--- config.mk ---
export PLATFORM = sky130hd
export DESIGN_NAME = cpct_timer
export DESIGN_NICKNAME = d
export VERILOG_FILES = /design/src/pkg/cpct_pkg.sv /design/src/rtl/cpct_timer.sv
export VERILOG_INCLUDE_DIRS = /design/src /design/src/pkg
export SDC_FILE = /design/constraint.sdc
export NUM_CORES = 1
export LEC_CHECK = 0
export BUFFER_PORTS_ARGS = -buffer_cell sky130_fd_sc_hd__buf_4
export CAP_MARGIN = 20
export CORE_AREA = 5 5 175 177
export CTS_CLUSTER_DIAMETER = 120
export DETAILED_ROUTE_END_ITERATION = 8
export DIE_AREA = 0 0 180 182
export GPL_TIMING_DRIVEN = 0
export HOLD_SLACK_MARGIN = 0.1
export MAX_ROUTING_LAYER = met4
export PLACE_DENSITY = 0.78
export SLEW_MARGIN = 20
export SYNTH_ARGS = -nofsm -noshare
export SYNTH_HDL_FRONTEND = slang
export SYNTH_SLANG_ARGS = --single-unit
export TNS_END_PERCENT = 30
--- constraint.sdc ---
create_clock -name clk_sys -period 4.9 [get_ports clk_sys]
set_clock_uncertainty 0.1 [all_clocks]
set_input_delay 0.735 -clock clk_sys [delete_from_list [all_inputs] [get_ports clk_sys]]
set_output_delay 0.735 -clock clk_sys [all_outputs]
set_load 0.01 [all_outputs]
--- src/pkg/cpct_cfg.svh ---
// Register offsets, field positions, reset values and widths of the timer.
// Assumes inclusion by bare name from the timer module, its checker and its bench.
`ifndef CPCT_CFG_SVH
`define CPCT_CFG_SVH

// ****************************************************************
// Register byte offsets
// ****************************************************************
`define CPCT_ADDR_CTRL 12'h000
`define CPCT_ADDR_STATUS 12'h004
`define CPCT_ADDR_MASK 12'h008
`define CPCT_ADDR_PSC 12'h00C
`define CPCT_ADDR_RELOAD 12'h010
`define CPCT_ADDR_COUNT 12'h014
`define CPCT_ADDR_CHMODE 12'h018
`define CPCT_ADDR_DEADTIME 12'h01C
`define CPCT_ADDR_CCR0 12'h020
`define CPCT_ADDR_CCR3 12'h02C

// ****************************************************************
// Control register fields
// ****************************************************************
`define CPCT_CTRL_W 11
`define CPCT_CTRL_EN 0
`define CPCT_CTRL_CMODE 1
`define CPCT_CTRL_ONEPULSE 3
`define CPCT_CTRL_DBGFREEZE 4
`define CPCT_CTRL_SMODE 5
`define CPCT_CTRL_IMODE 7
`define CPCT_CTRL_MOE 9
`define CPCT_CTRL_DMAEN 10

// ****************************************************************
// Status and mask fields
// ****************************************************************
`define CPCT_STAT_W 6
`define CPCT_STAT_UPD 0
`define CPCT_STAT_CH 1
`define CPCT_STAT_TRIG 5

// ****************************************************************
// Reset values
// ****************************************************************
`define CPCT_RST_CTRL 11'h000
`define CPCT_RST_PSC 16'h0000
`define CPCT_RST_RELOAD 16'hFFFF
`define CPCT_RST_CHMODE 16'h0000
`define CPCT_RST_DEADTIME 8'h00

`endif

--- src/pkg/cpct_pkg.sv ---
// Types shared by the timer and its bench.
// Assumes cpct_cfg.svh sits on the include path.
package cpct_pkg;

    // Timer family member selected at build time.
    typedef enum logic [2:0] {
        CPCT_ADVANCED = 3'b000,
        CPCT_FULL_GP = 3'b001,
        CPCT_DUAL_CH = 3'b010,
        CPCT_SINGLE_CH = 3'b011,
        CPCT_BASIC = 3'b100
    } cpct_variant_t;

    typedef enum logic [1:0] {
        CPCT_CNT_UP = 2'b00,
        CPCT_CNT_DOWN = 2'b01,
        CPCT_CNT_CENTER = 2'b10,
        CPCT_CNT_RSVD = 2'b11
    } cpct_cmode_t;

    typedef enum logic [1:0] {
        CPCT_CH_CAPTURE = 2'b00,
        CPCT_CH_TOGGLE = 2'b01,
        CPCT_CH_PWM = 2'b10,
        CPCT_CH_INACTIVE = 2'b11
    } cpct_chmode_t;

    typedef enum logic [1:0] {
        CPCT_SLV_OFF = 2'b00,
        CPCT_SLV_RESET = 2'b01,
        CPCT_SLV_START = 2'b10,
        CPCT_SLV_GATE = 2'b11
    } cpct_smode_t;

    typedef enum logic [1:0] {
        CPCT_IN_INTERNAL = 2'b00,
        CPCT_IN_ENCODER = 2'b01,
        CPCT_IN_HALL = 2'b10,
        CPCT_IN_RSVD = 2'b11
    } cpct_imode_t;

endpackage : cpct_pkg

--- src/rtl/cpct_timer.sv ---
// Configurable 16-bit timer with prescaler, auto-reload, up to four channels and APB registers.
// Assumes a peer timer on the same clock drives trig_in and that ch_in comes from pins.
//
// Operation
// A 16-bit counter is stepped through a prescaler dividing by any value from 1 to 65536.
// Full variants reload from a programmable value and count up, down or up and down.
// Full variants have four channels for capture, compare, PWM or one-pulse output.
// PWM works edge-aligned or center-aligned according to the counting mode.
// The advanced variant drives complementary pairs separated by a programmable dead-time.
// The advanced variant spreads three-phase PWM over six outputs.
// The advanced variant reaches every duty cycle from fully off to fully on.
// During debug halt the advanced variant can hold its counter and force outputs inactive.
// General-purpose variants can stop their counter during debug halt.
// Timers exchange triggers over a link and the peer supplies the trigger it drives.
// Full variants and the basic variant raise their own DMA requests and the two- and one-channel ones raise none.
// Full general-purpose variants decode quadrature encoders and one to three hall sensors.
// Reduced variants count up only and offer two or one channels or a plain time base.
// Reduced variants take triggers from and give triggers to the full timers.
// The basic variant has no channels and its update events trigger the converter.
// Each reload or overflow raises an update event and sets a clearable status flag.
// A capture edge latches the counter into the channel register and sets its flag.
`include "cpct_cfg.svh"
`timescale 1ns/1ns
`default_nettype none

module cpct_timer
#(
    parameter cpct_pkg::cpct_variant_t VARIANT = cpct_pkg::CPCT_ADVANCED
)
(
    input wire logic clk_sys,
    input wire logic resetn,
    input wire logic clk_en,
    input wire logic psel,
    input wire logic penable,
    input wire logic pwrite,
    input wire logic [11:0] paddr,
    input wire logic [31:0] pwdata,
    output logic [31:0] prdata,
    output logic pready,
    output logic pslverr,
    input wire logic [3:0] ch_in,
    input wire logic trig_in,
    input wire logic dbg_halt,
    output logic [3:0] ch_out,
    output logic [3:0] ch_out_n,
    output logic trig_out,
    output logic dma_req,
    output logic irq
);
    import cpct_pkg::*;

    // ****************************************************************
    // Variant features
    // ****************************************************************
    localparam bit IS_ADV = (VARIANT == CPCT_ADVANCED);
    localparam bit IS_FULL = IS_ADV || (VARIANT == CPCT_FULL_GP);
    localparam bit HAS_DMA = IS_FULL || (VARIANT == CPCT_BASIC);
    localparam int NCH = IS_FULL ? 4 : (VARIANT == CPCT_DUAL_CH) ? 2
        : (VARIANT == CPCT_SINGLE_CH) ? 1 : 0;

    logic [`CPCT_CTRL_W-1:0] ctrl;
    logic [`CPCT_STAT_W-1:0] status;
    logic [`CPCT_STAT_W-1:0] mask;
    logic [15:0] psc;
    logic [15:0] psc_cnt;
    logic [15:0] reload;
    logic [15:0] cnt;
    logic [15:0] chmode;
    logic [7:0] deadtime;
    logic [15:0] ccr [4];
    logic cnt_dir_up;
    logic [3:0] sync1;
    logic [3:0] sync2;
    logic [3:0] sync3;
    logic [3:0] pin;
    logic [3:0] pin_q;
    logic trig_q;
    logic [31:0] rd_val;
    logic rd_hit;
    logic bus_wr;
    logic [3:0] ch_set;

    cpct_cmode_t cmode;
    cpct_smode_t smode;
    cpct_imode_t imode;

    // ****************************************************************
    // APB slave
    // ****************************************************************
    assign pready = clk_en;
    assign bus_wr = psel && penable && pwrite && clk_en;
    assign pslverr = psel && penable && !rd_hit;

    always_comb
    begin
        rd_val = 32'h0000_0000;
        rd_hit = 1'b1;
        if (paddr == `CPCT_ADDR_CTRL)
            rd_val = {21'h00_0000, ctrl};
        else if (paddr == `CPCT_ADDR_STATUS)
            rd_val = {26'h000_0000, status};
        else if (paddr == `CPCT_ADDR_MASK)
            rd_val = {26'h000_0000, mask};
        else if (paddr == `CPCT_ADDR_PSC)
            rd_val = {16'h0000, psc};
        else if (paddr == `CPCT_ADDR_RELOAD)
            rd_val = {16'h0000, reload};
        else if (paddr == `CPCT_ADDR_COUNT)
            rd_val = {16'h0000, cnt};
        else if (paddr == `CPCT_ADDR_CHMODE)
            rd_val = {16'h0000, chmode};
        else if (paddr == `CPCT_ADDR_DEADTIME)
            rd_val = {24'h00_0000, deadtime};
        else if (paddr >= `CPCT_ADDR_CCR0 && paddr <= `CPCT_ADDR_CCR3 && paddr[1:0] == 2'b00)
            rd_val = {16'h0000, ccr[paddr[3:2]]};
        else
            rd_hit = 1'b0;
    end

    // Read data is caught in the setup cycle and shown through the access phase.
    always_ff @(posedge clk_sys or negedge resetn)
    begin
        if (!resetn)
            prdata <= 32'h0000_0000;
        else if (clk_en && psel && !penable)
            prdata <= rd_val;
    end

    // ****************************************************************
    // Pin input synchronisers
    // ****************************************************************
    always_ff @(posedge clk_sys or negedge resetn)
    begin
        if (!resetn)
        begin
            sync1 <= 4'h0;
            sync2 <= 4'h0;
            sync3 <= 4'h0;
            pin <= 4'h0;
            pin_q <= 4'h0;
            trig_q <= 1'b0;
        end
        else if (clk_en)
        begin
            sync1 <= ch_in;
            sync2 <= sync1;
            sync3 <= sync2;
            pin <= (pin & (sync2 ^ sync3)) | (sync3 & ~(sync2 ^ sync3));
            pin_q <= pin;
            trig_q <= trig_in;
        end
    end

    // ****************************************************************
    // Counting control
    // ****************************************************************
    logic freeze;
    logic run;
    logic trig_ev;
    logic trig_reset;
    logic psc_tick;
    logic enc_edge;
    logic enc_up;
    logic hall_ev;
    logic step;
    logic step_up;
    logic wrap;

    assign cmode = IS_FULL ? cpct_cmode_t'(ctrl[`CPCT_CTRL_CMODE +: 2]) : CPCT_CNT_UP;
    assign smode = cpct_smode_t'(ctrl[`CPCT_CTRL_SMODE +: 2]);
    assign imode = IS_FULL ? cpct_imode_t'(ctrl[`CPCT_CTRL_IMODE +: 2]) : CPCT_IN_INTERNAL;
    assign freeze = dbg_halt && ctrl[`CPCT_CTRL_DBGFREEZE];
    assign trig_ev = trig_in && !trig_q;
    assign trig_reset = trig_ev && (smode == CPCT_SLV_RESET);
    assign run = ctrl[`CPCT_CTRL_EN] && !freeze
        && !(smode == CPCT_SLV_GATE && !trig_in);
    assign psc_tick = run && (psc_cnt == psc);
    assign enc_edge = ((pin[0] ^ pin_q[0]) || (pin[1] ^ pin_q[1]));
    assign enc_up = pin[0] ^ pin_q[1];
    assign hall_ev = (imode == CPCT_IN_HALL) && (pin[2:0] != pin_q[2:0]);
    assign step = (imode == CPCT_IN_ENCODER) ? (run && enc_edge) : psc_tick;
    assign step_up = (imode == CPCT_IN_ENCODER) ? enc_up
        : (cmode == CPCT_CNT_DOWN) ? 1'b0 : (cmode == CPCT_CNT_CENTER) ? cnt_dir_up : 1'b1;
    assign wrap = step && !trig_reset && (step_up ? (cnt >= reload) : (cnt == 16'h0000));

    always_ff @(posedge clk_sys or negedge resetn)
    begin
        if (!resetn)
            psc_cnt <= 16'h0000;
        else if (clk_en)
        begin
            if (trig_reset || psc_tick)
                psc_cnt <= 16'h0000;
            else if (run)
                psc_cnt <= psc_cnt + 16'h0001;
        end
    end

    always_ff @(posedge clk_sys or negedge resetn)
    begin
        if (!resetn)
        begin
            cnt <= 16'h0000;
            cnt_dir_up <= 1'b1;
        end
        else if (clk_en)
        begin
            if (trig_reset)
                cnt <= 16'h0000;
            else if (bus_wr && paddr == `CPCT_ADDR_COUNT)
                cnt <= pwdata[15:0];
            else if (wrap && cmode == CPCT_CNT_CENTER && imode != CPCT_IN_ENCODER)
            begin
                cnt_dir_up <= !step_up;
                cnt <= step_up ? cnt - 16'h0001 : cnt + 16'h0001;
            end
            else if (wrap)
                cnt <= step_up ? 16'h0000 : reload;
            else if (step)
                cnt <= step_up ? cnt + 16'h0001 : cnt - 16'h0001;
            if (cmode != CPCT_CNT_CENTER)
                cnt_dir_up <= 1'b1;
        end
    end

    // ****************************************************************
    // Registers written by software
    // ****************************************************************
    always_ff @(posedge clk_sys or negedge resetn)
    begin
        if (!resetn)
        begin
            ctrl <= `CPCT_RST_CTRL;
            mask <= '0;
            psc <= `CPCT_RST_PSC;
            reload <= `CPCT_RST_RELOAD;
            chmode <= `CPCT_RST_CHMODE;
            deadtime <= `CPCT_RST_DEADTIME;
        end
        else if (clk_en)
        begin
            if (bus_wr && paddr == `CPCT_ADDR_CTRL)
                ctrl <= pwdata[`CPCT_CTRL_W-1:0];
            else if (wrap && ctrl[`CPCT_CTRL_ONEPULSE])
                ctrl[`CPCT_CTRL_EN] <= 1'b0;
            else if (trig_ev && smode == CPCT_SLV_START)
                ctrl[`CPCT_CTRL_EN] <= 1'b1;
            if (bus_wr && paddr == `CPCT_ADDR_MASK)
                mask <= pwdata[`CPCT_STAT_W-1:0];
            if (bus_wr && paddr == `CPCT_ADDR_PSC)
                psc <= pwdata[15:0];
            if (bus_wr && paddr == `CPCT_ADDR_RELOAD)
                reload <= pwdata[15:0];
            if (bus_wr && paddr == `CPCT_ADDR_CHMODE)
                chmode <= pwdata[15:0];
            if (bus_wr && paddr == `CPCT_ADDR_DEADTIME)
                deadtime <= pwdata[7:0];
        end
    end

    // ****************************************************************
    // Channels
    // ****************************************************************
    genvar gi;
    generate
        for (gi = 0; gi < 4; gi++)
        begin : g_ch
            cpct_chmode_t mode;
            logic pol;
            logic cap_ev;
            logic match;
            logic oref;
            logic oref_q;
            logic [7:0] dt_cnt;
            logic out_en;

            assign mode = cpct_chmode_t'(chmode[4*gi +: 2]);
            assign pol = chmode[4*gi+2];
            assign cap_ev = (gi < NCH) && (mode == CPCT_CH_CAPTURE)
                && ((gi == 0 && hall_ev)
                || (pol ? (pin_q[gi] && !pin[gi]) : (!pin_q[gi] && pin[gi])));
            assign match = (gi < NCH) && step && (mode != CPCT_CH_CAPTURE) && (cnt == ccr[gi]);
            assign ch_set[gi] = cap_ev || match;
            assign out_en = (gi < NCH) && (!IS_ADV || ctrl[`CPCT_CTRL_MOE]) && !(IS_ADV && freeze);

            always_ff @(posedge clk_sys or negedge resetn)
            begin
                if (!resetn)
                    ccr[gi] <= 16'h0000;
                else if (clk_en)
                begin
                    if (cap_ev)
                        ccr[gi] <= cnt;
                    else if (bus_wr && paddr == `CPCT_ADDR_CCR0 + 12'(4 * gi))
                        ccr[gi] <= pwdata[15:0];
                end
            end

            // Reference waveform; a compare above the reload gives fully on, zero fully off.
            always_ff @(posedge clk_sys or negedge resetn)
            begin
                if (!resetn)
                    oref <= 1'b0;
                else if (clk_en)
                begin
                    case (mode)
                        CPCT_CH_PWM: oref <= (cnt < ccr[gi]);
                        CPCT_CH_TOGGLE: oref <= match ? !oref : oref;
                        default: oref <= 1'b0;
                    endcase
                end
            end

            // In the advanced variant each change of the reference holds both outputs low for the dead-time.
            always_ff @(posedge clk_sys or negedge resetn)
            begin
                if (!resetn)
                begin
                    oref_q <= 1'b0;
                    dt_cnt <= 8'h00;
                end
                else if (clk_en)
                begin
                    if (oref != oref_q)
                    begin
                        oref_q <= oref;
                        dt_cnt <= IS_ADV ? deadtime : 8'h00;
                    end
                    else if (dt_cnt != 8'h00)
                        dt_cnt <= dt_cnt - 8'h01;
                end
            end

            always_ff @(posedge clk_sys or negedge resetn)
            begin
                if (!resetn)
                begin
                    ch_out[gi] <= 1'b0;
                    ch_out_n[gi] <= 1'b0;
                end
                else if (clk_en)
                begin
                    ch_out[gi] <= out_en && (dt_cnt == 8'h00) && (oref_q ^ pol);
                    ch_out_n[gi] <= IS_ADV && out_en && chmode[4*gi+3]
                        && (dt_cnt == 8'h00) && (!oref_q ^ pol);
                end
            end
        end
    endgenerate

    // ****************************************************************
    // Status, interrupt, DMA and trigger out
    // ****************************************************************
    logic [`CPCT_STAT_W-1:0] stat_set;
    logic [`CPCT_STAT_W-1:0] stat_clr;

    assign stat_set = {trig_ev, ch_set, wrap};
    assign stat_clr = (bus_wr && paddr == `CPCT_ADDR_STATUS) ? pwdata[`CPCT_STAT_W-1:0] : '0;
    assign irq = |(status & mask);

    // A set in the same cycle as a clear wins.
    always_ff @(posedge clk_sys or negedge resetn)
    begin
        if (!resetn)
            status <= '0;
        else if (clk_en)
            status <= (status & ~stat_clr) | stat_set;
    end

    always_ff @(posedge clk_sys or negedge resetn)
    begin
        if (!resetn)
        begin
            trig_out <= 1'b0;
            dma_req <= 1'b0;
        end
        else if (clk_en)
        begin
            trig_out <= wrap;
            dma_req <= HAS_DMA && ctrl[`CPCT_CTRL_DMAEN] && (wrap || (|ch_set));
        end
        else
        begin
            trig_out <= 1'b0;
            dma_req <= 1'b0;
        end
    end

endmodule : cpct_timer

`default_nettype wire

==> impl_metrics.env, run 1 <==
export IMPL_synth_compound_area_share_pct=17.0
export IMPL_grt_overflow_total=0
export IMPL_die_w_um=180
export IMPL_reg2reg_depth=11
export IMPL_total_power_uw=7580
export IMPL_final_min_clock_period_ns=4.05
export IMPL_cts_root_buf="clkbuf_16"
export IMPL_synth_area_leader_cell="dfrtp_1"
export IMPL_port_buffers=62
export IMPL_critical_path_class="reg2reg"
export IMPL_dieHeight_um=182
export IMPL_p_leak_uw=0.00905
export IMPL_yosys_most_used_dff="dfrtp_1"
export IMPL_max_freq_ghz=0.247
export IMPL_cts_made_buffers=31
export IMPL_synthMuxAreaShare_pct=11.7
export IMPL_end_kind="register"
export IMPL_hp_start="ch_in[1]"
export IMPL_fin_nets=2170
export IMPL_hold_end="sync1[1]"
export IMPL_status="finished clean"
export IMPL_syn_inst=1895
export IMPL_ys_warn_count=0
export IMPL_synthTopCellsByCount="dfrtp_1 (246), nand2_1 (202), o21ai_0 (172), nor2_1 (146), a21oi_1 (137)"
export IMPL_drt_first_pass_iters=7
export IMPL_synth_async_reset_ratio_pct=100
export IMPL_grt_pass1_wl_um=94900
export IMPL_dieArea_um2=32800
export IMPL_ys_types=84
export IMPL_drc=0
export IMPL_synth_xor_area_share_pct=3.12
export IMPL_cts_path_max_buffers=3
export IMPL_start_util_pct=58.8
export IMPL_synthAdderAreaFrac_pct=7.68
export IMPL_synth_top_family_by_area="compound AO/OA/AOI/OAI gates"
export IMPL_antenna_found_initial=2
export IMPL_worst_pin_slew_ns=1.13
export IMPL_vias=16200
export IMPL_antenna_left=0
export IMPL_post_cts_buffers=0
export IMPL_gp_congestion=1.06
export IMPL_cp_required_ns=5.22
export IMPL_worstPathArrival_ns=4.37
export IMPL_ir_drop_mv=0.327
export IMPL_regToRegEndpoint="cnt[12]"
export IMPL_coreArea_um2=29100
export IMPL_rows=63
export IMPL_whs_path_depth=2
export IMPL_setup_tns_ns=0
export IMPL_maxCapViolations=0
export IMPL_area_growth_synth_to_final_pct=12.5
export IMPL_drt_wirelength_per_cell_um=26.0
export IMPL_dp_hpwl_um=46600
export IMPL_cts_tree="built"
export IMPL_holdWs_ns=0.286
export IMPL_yosysMostFrequentCell="dfrtp_1"
export IMPL_avgSynthCellArea_um2=9.03
export IMPL_start_kind="register"
export IMPL_cts_sinks=263
export IMPL_synth_area_top_cells="dfrtp_1 (36%), ha_1 (7.7%), o21ai_0 (5.0%)"
export IMPL_grtUsageTotal_pct=38.6
export IMPL_postCtsHoldBufs=1
export IMPL_hold_violations=0
export IMPL_yosys_area_share_simple_pct=15.7
export IMPL_reg2reg_from="cnt[1]"
export IMPL_grt_max_degree=87
export IMPL_synth_edff_count=0
export IMPL_synth_top_area_share_pct=36.0
export IMPL_min_delay_path_class="in2reg"
export IMPL_drt_initial_drc_count=1949
export IMPL_worstSkewPairLatency_ns=0.58
export IMPL_htreeDepth=1
export IMPL_reg2reg_slack_ns=0.85
export IMPL_grt_pass1_vias=15600
export IMPL_final_layout_size_suffix_gt1_share_pct=13.2
export IMPL_slew_headroom_pct=24.3
export IMPL_ys_seq_elements=263
export IMPL_synth_seq_area_share_pct=38.6
export IMPL_path_clk_slew_ns=0.06
export IMPL_power_density_nw_per_um2=394
export IMPL_vias_per_cell=6.67
export IMPL_min_period_over_period_pct=82.7
export IMPL_syn_cell_area_um2=17100
export IMPL_drv_slew=0
export IMPL_cts_resized_gates=0
export IMPL_worstPathMaxFanout=12
export IMPL_wl_um=63000
export IMPL_setup_violations=0
export IMPL_ios=101
export IMPL_rsz0062_at_grt="false"
per-layer routing:
| metal | GRT usage (%) | wire length (um) | vias to the layer above |
|---|---|---|---|
| met5 | - | 0 | - |
| met4 | 21.7 | 4520 | 0 |
| met3 | 8.29 | 6950 | 301 |
| met2 | 57.2 | 27400 | 1100 |
| met1 | 49.6 | 24100 | 7794 |
| li1 | - | - | 6970 |
layout make-up:
type	instances	area, um^2
clock buffers	44	885
repair buffers	66	566
plain buffers	132	584
multi-input cells	1392	9510
well taps	390	488
diodes	2	5.00
flip-flops and latches	263	6600
clock inverters	13	139
inverters	123	462
fillers	2398	9840
power breakdown:
group / total (uW) / switching [uW] / internal, uW / leakage [uW]
clock network: 2340 / 977 / 1360 / 0.000493
registers: 3000 / 399 / 2600 / 0.00337
logic: 2240 / 1370 / 863 / 0.00519
stage by stage:
stage / instance area, um^2 / utilization, % / worst slack (ns) / std cells
after floorplan: 17200 / - / 1.78 / 1910
after global placement: 18100 / 62.3 / 0.777 / 2362
after detailed placement: 18200 / 62.6 / 0.779 / 2365
after CTS: 19200 / 66.1 / 1.02 / 2423
after global routing: 19200 / 66.2 / 0.766 / 2424
final: 19200 / 66.2 / 0.850 / 2425
flip-flops by register name, summed over array words and instances (netlist names), 4 cells and up, named ones only:
signal,count
status,6
cnt,16
deadtime,8
sync1,4
mask,6
ccr,64
psc,16
g_ch.dt_cnt,32
sync3,4
g_ch.oref,4
reload,16
psc_cnt,16
prdata,16
ctrl,11
ch_out,4
g_ch.oref_q,4
ch_out_n,4
chmode,16
sync2,4
pin_q,4
layout by cell type (no fill, tap or decap), drive strengths merged, types with 46 or more instances in the layout:
cell type	netlist	final
dfrtp	246	246
nand2	202	202
o21ai	175	175
nor2	146	146
clkbuf	100	144
a21oi	138	138
inv	122	124
ha	105	105
buf	32	97
mux2	71	71
mux2i	71	71
nor3	50	50
nand3	46	46
worst max-delay path: stages (launching register included):
cell	delay (ns)
dfrtp_1	0.64
inv_1	0.31
ha_1	0.35
nor3b_1	0.27
nand2_1	0.26
nor4_1	0.49
o21ai_1	0.24
nor3_2	0.31
buf_2	0.35
a21oi_1	0.12
a221oi_1	0.29
o31ai_1	0.16
cells by family (layout without fill, tap and decap cells):
| kind of cell | after synthesis | after routing |
|---|---|---|
| multiplexers | 164 | 164 |
| buffers and inverters | 255 | 378 |
| AO/OA/AOI/OAI | 473 | 473 |
| flip-flops | 263 | 263 |
| adder cells (fa/ha/maj) | 105 | 105 |
| other | 1 | 18 |
| AND/OR/NAND/NOR | 573 | 573 |
| XOR/XNOR | 61 | 61 |
worst max path at each step:
stage / from / to
2_1_floorplan: paddr[8] / cnt[8]
3_3_place_gp: resetn / prdata[13]
3_5_place_dp: paddr[1] / cnt[8]
4_1_cts: cnt[1] / cnt[12]
5_1_grt: cnt[0] / cnt[12]
6_report: cnt[1] / cnt[12]
Power figures use the tool's default switching activity.
==> run 2, diff against run 1 <==
Clock period 4.9 ns to 3.8 ns, I/O delays scaled along.
==> impl_metrics.env, run 2 (synthesis results as in run 1) <==
export IMPL_setup_violations=0
export IMPL_power_density_nw_per_um2=507
export IMPL_slew_headroom_pct=23.2
export IMPL_grt_max_degree=87
export IMPL_drt_first_pass_iters=6
export IMPL_stdcell_count=2425
export IMPL_cp_required_ns=4.12
export IMPL_ios=101
export IMPL_cts_tree="built"
export IMPL_rsz0062_at_grt="true"
export IMPL_start_util_pct=58.8
export IMPL_antenna_left=0
export IMPL_dp_cells=2365
export IMPL_cts_made_buffers=31
export IMPL_max_freq_ghz=0.267
export IMPL_dp_hpwl_um=46600
export IMPL_layout_commonest_cell="dfrtp_1"
export IMPL_largest_register_ffs=64
export IMPL_grtUsageMet3_pct=8.29
export IMPL_status="finished clean"
export IMPL_drc=0
export IMPL_start_kind="register"
export IMPL_worstPathArrival_ns=4.06
export IMPL_vias_per_cell=6.68
export IMPL_dieHeight_um=182
export IMPL_whs_path_depth=2
export IMPL_fill_cells=2393
export IMPL_worstSkewPairLatency_ns=0.58
export IMPL_rows=63
export IMPL_stdcell_area_um2=19300
export IMPL_post_cts_buffers=0
export IMPL_setup_tns_ns=0
export IMPL_worst_pin_slew_ns=1.15
export IMPL_cts_root_buf="clkbuf_16"
export IMPL_port_buffers=62
export IMPL_die_w_um=180
export IMPL_critical_path_class="reg2reg"
export IMPL_grt_pass1_vias=15600
export IMPL_gp_congestion=1.06
export IMPL_vias=16200
export IMPL_hold_violations=0
export IMPL_path_clk_slew_ns=0.06
export IMPL_min_delay_path_class="in2reg"
export IMPL_grtUsageTotal_pct=38.6
export IMPL_grt_overflow_total=0
export IMPL_reg2reg_depth=11
export IMPL_place_area_um2=18200
export IMPL_worstPathMaxFanout=10
export IMPL_met1_usage_pct=49.6
export IMPL_biggestRegsByFlops="ccr (64), g_ch.dt_cnt (32)"
export IMPL_final_layout_size_suffix_gt1_share_pct=13.5
export IMPL_post_route_util_pct=66.3
export IMPL_final_min_clock_period_ns=3.74
export IMPL_ir_drop_mv=0.421
export IMPL_maxCapViolations=0
export IMPL_cts_path_max_buffers=3
export IMPL_grt_busiest_layer="met2"
export IMPL_antenna_found_initial=2
export IMPL_grt_util_met2_pct=57.2
export IMPL_regMostFlops="ccr"
export IMPL_coreArea_um2=29100
export IMPL_end_kind="register"
export IMPL_grt_pass1_wl_um=94900
export IMPL_fin_nets=2170
export IMPL_htreeDepth=1
export IMPL_drt_wirelength_per_cell_um=26.0
export IMPL_drv_slew=0
export IMPL_p_leak_uw=0.00905
export IMPL_area_growth_synth_to_final_pct=12.7
export IMPL_dieArea_um2=32800
export IMPL_layout_common_cells="dfrtp_1 (245), nand2_1 (202), o21ai_0 (172), nor2_1 (146), a21oi_1 (137)"
export IMPL_cts_sinks=263
export IMPL_min_period_over_period_pct=98.5
export IMPL_wl_um=63000
export IMPL_drt_initial_drc_count=1881
run 2: routing by layer:
layer  up-vias  share of wire [%]
met3       298                 11
met1      7805                 38
met2      1138                 44
met4         0                7.0
li1       6963                  -
met5         -                  0
run 2: worst max-delay path: stages, from the launching register on:
cell        delay (ns)
dfrtp_1           0.54
clkinvlp_4        0.28
ha_1              0.34
nor3b_1           0.27
nand2_1           0.26
nor4_2            0.38
o21ai_1           0.21
nor3_2            0.33
clkbuf_4          0.31
a21oi_1           0.09
a221oi_1          0.30
o31ai_1           0.16
run 2: area by class of cell:
cell class | instances | area, um^2 | share of cell area (%)
multi-input cells | 1392 | 9540 | 49.5
flip-flops and latches | 263 | 6600 | 34.3
clock buffers | 44 | 885 | 4.59
plain buffers | 132 | 587 | 3.04
repair buffers | 66 | 566 | 2.93
well taps | 390 | 488 | 2.53
inverters | 123 | 465 | 2.41
clock inverters | 13 | 139 | 0.720
diodes | 2 | 5.00 | 0.0260
run 2: final timing paths:
kind	startpoint	to	slack, ns
worst max-delay path	cnt[0]	cnt[12]	0.06
worst min-delay path	ch_in[1]	sync1[1]	0.12
worst max register to register	cnt[0]	cnt[12]	0.06
worst min register to register	prdata[6]	prdata[6]	0.38
max in group asynchronous	resetn	cnt_dir_up	2.38
min in group asynchronous	resetn	g_ch[0].dt_cnt[3]	0.40
run 2: timing repair:
| item | CTS | global route |
|---|---|---|
| hold buffers | 1 | 0 |
| gates cloned | 0 | 0 |
| endpoints found under the setup margin | 6 | 9 |
| pin swaps | 0 | 0 |
| gates resized for setup | 2 | 6 |
| endpoints found under the hold margin | 41 | 0 |
run 2: report_power, final:
group | internal (uW) | switching (uW) | total (uW)
Clock | 1760 | 1260 | 3020
Combinational | 1110 | 1770 | 2880
Sequential | 3350 | 511 | 3870
run 2: metrics by stage:
step,worst slack [ns],total power (uW),hold WS [ns]
2_1_floorplan,0.744,5650,0.174
3_3_place_gp,-0.158,6510,0.366
3_5_place_dp,-0.156,6680,0.371
4_1_cts,0.0424,9680,0.111
5_1_grt,-0.00515,10300,0.126
6_report,0.0586,9760,0.123
==> run 3, diff against run 2 <==
Settings changed: PLACE_DENSITY 0.78 to 0.82, SLEW_MARGIN 20 to 25.
==> impl_metrics.env, run 3 (synthesis results as in run 1) <==
export IMPL_stdcell_area_um2=19300
export IMPL_antenna_found_initial=0
export IMPL_setup_tns_ns=0
export IMPL_final_layout_size_suffix_gt1_share_pct=13.7
export IMPL_ir_drop_mv=0.438
export IMPL_worstPathMaxFanout=10
export IMPL_drc=0
export IMPL_total_power_uw=9760
export IMPL_status="finished clean"
export IMPL_worst_pin_slew_ns=1.09
export IMPL_maxCapViolations=0
export IMPL_rsz0062_at_grt="false"
export IMPL_cts_tree="built"
export IMPL_grtUsageTotal_pct=38.6
export IMPL_slew_headroom_pct=27.4
export IMPL_end_kind="register"
export IMPL_dp_hpwl_um=46500
export IMPL_holdWs_ns=0.119
export IMPL_coreArea_um2=29100
export IMPL_worstPathArrival_ns=4.01
export IMPL_start_util_pct=58.8
export IMPL_rows=63
export IMPL_grt_pass1_wl_um=94500
export IMPL_start_kind="primary input"
export IMPL_port_buffers=62
export IMPL_largest_register_ffs=64
export IMPL_cts_sinks=263
export IMPL_grt_overflow_total=0
export IMPL_power_density_nw_per_um2=506
export IMPL_grt_max_degree=93
export IMPL_min_delay_path_class="in2reg"
export IMPL_setup_violations=0
export IMPL_wl_um=63000
export IMPL_place_area_um2=18200
export IMPL_vias=16200
export IMPL_final_min_clock_period_ns=3.70
export IMPL_dieArea_um2=32800
export IMPL_cp_required_ns=4.11
export IMPL_drv_slew=0
export IMPL_max_freq_ghz=0.271
export IMPL_regMostFlops="ccr"
export IMPL_cts_path_max_buffers=3
export IMPL_vias_per_cell=6.66
export IMPL_fin_nets=2170
export IMPL_ios=101
export IMPL_min_period_over_period_pct=97.2
export IMPL_dieHeight_um=182
export IMPL_worstSkewPairLatency_ns=0.59
export IMPL_fill_cells=2357
export IMPL_critical_path_class="in2reg"
export IMPL_cts_root_buf="clkbuf_16"
export IMPL_antenna_left=0
export IMPL_die_w_um=180
export IMPL_layout_commonest_cell="dfrtp_1"
export IMPL_path_clk_slew_ns=0.06
export IMPL_gp_congestion=1.07
export IMPL_drt_wirelength_per_cell_um=26.0
export IMPL_htreeDepth=1
export IMPL_drt_initial_drc_count=2026
export IMPL_area_growth_synth_to_final_pct=12.8
export IMPL_biggestRegsByFlops="ccr (64), g_ch.dt_cnt (32)"
export IMPL_register_area_um2=6600
export IMPL_layout_common_cells="dfrtp_1 (246), nand2_1 (201), o21ai_0 (172), nor2_1 (146), a21oi_1 (137)"
export IMPL_multi_input_area_um2=9540
export IMPL_p_leak_uw=0.00908
export IMPL_dp_cells=2365
export IMPL_grt_pass1_vias=15300
export IMPL_hold_violations=0
export IMPL_drt_first_pass_iters=6
export IMPL_cts_made_buffers=30
export IMPL_stdcell_count=2424
==> run 3: path summary, 6_finish.rpt <==
path	start	to	slack (ns)	cells after the start
setup / recovery	paddr[2]	prdata[15]	0.10	9
hold / removal	ch_in[3]	sync1[3]	0.12	2
setup reg to reg	psc[4]	cnt[6]	0.12	9
hold reg to reg	prdata[6]	prdata[6]	0.38	2
max in group asynchronous	resetn	cnt_dir_up	2.05	4
min in group asynchronous	resetn	g_ch[0].dt_cnt[4]	0.38	2
==> run 3: layout make-up <==
type                    instances  share of cell area [%]
plain buffers                 132                    3.03
well taps                     390                    2.53
diodes                          1                  0.0130
repair buffers                 67                    2.97
clock buffers                  41                    4.62
clock inverters                15                   0.720
multi-input cells            1392                    49.5
flip-flops and latches        263                    34.2
inverters                     123                    2.41
==> run 3: per-layer routing <==
layer | track usage, % | wire length [um] | vias to the layer above
met5 | - | 0 | -
met4 | 19.7 | 4370 | 0
met3 | 7.03 | 6600 | 245
met2 | 58.9 | 27800 | 1085
met1 | 49.6 | 24200 | 7840
li1 | - | - | 6981
==> run 3: worst max-delay path, cell delays in order <==
cell	delay (ns)
buf_4	0.12
buf_2	0.37
buf_2	0.44
clkbuf_1	0.75
buf_2	0.50
mux2i_1	0.48
o21ai_0	0.15
a222oi_1	0.45
o21ai_0	0.15
==> run 3: power by group <==
group | total [uW] | switching, uW | internal (uW)
combinational | 2880 | 1770 | 1110
sequential | 3870 | 513 | 3350
clock | 3020 | 1300 | 1720
total | 9760 | 3580 | 6180
==> run 3: repair_timing <==
action	in CTS	in global routing
gates resized for setup	2	4
endpoints found under the setup margin	10	12
hold buffers	1	0
setup buffers	0	1
hold endpoints to repair	51	0
pin swaps	0	0
==> run 3: metrics by stage <==
step,setup slack [ns],util [%]
after global routing,0.0502,66.3
after CTS,0.0348,66.2
final,0.105,66.3
after global placement,-0.261,62.3
after detailed placement,-0.329,62.6
after floorplan,0.744,-
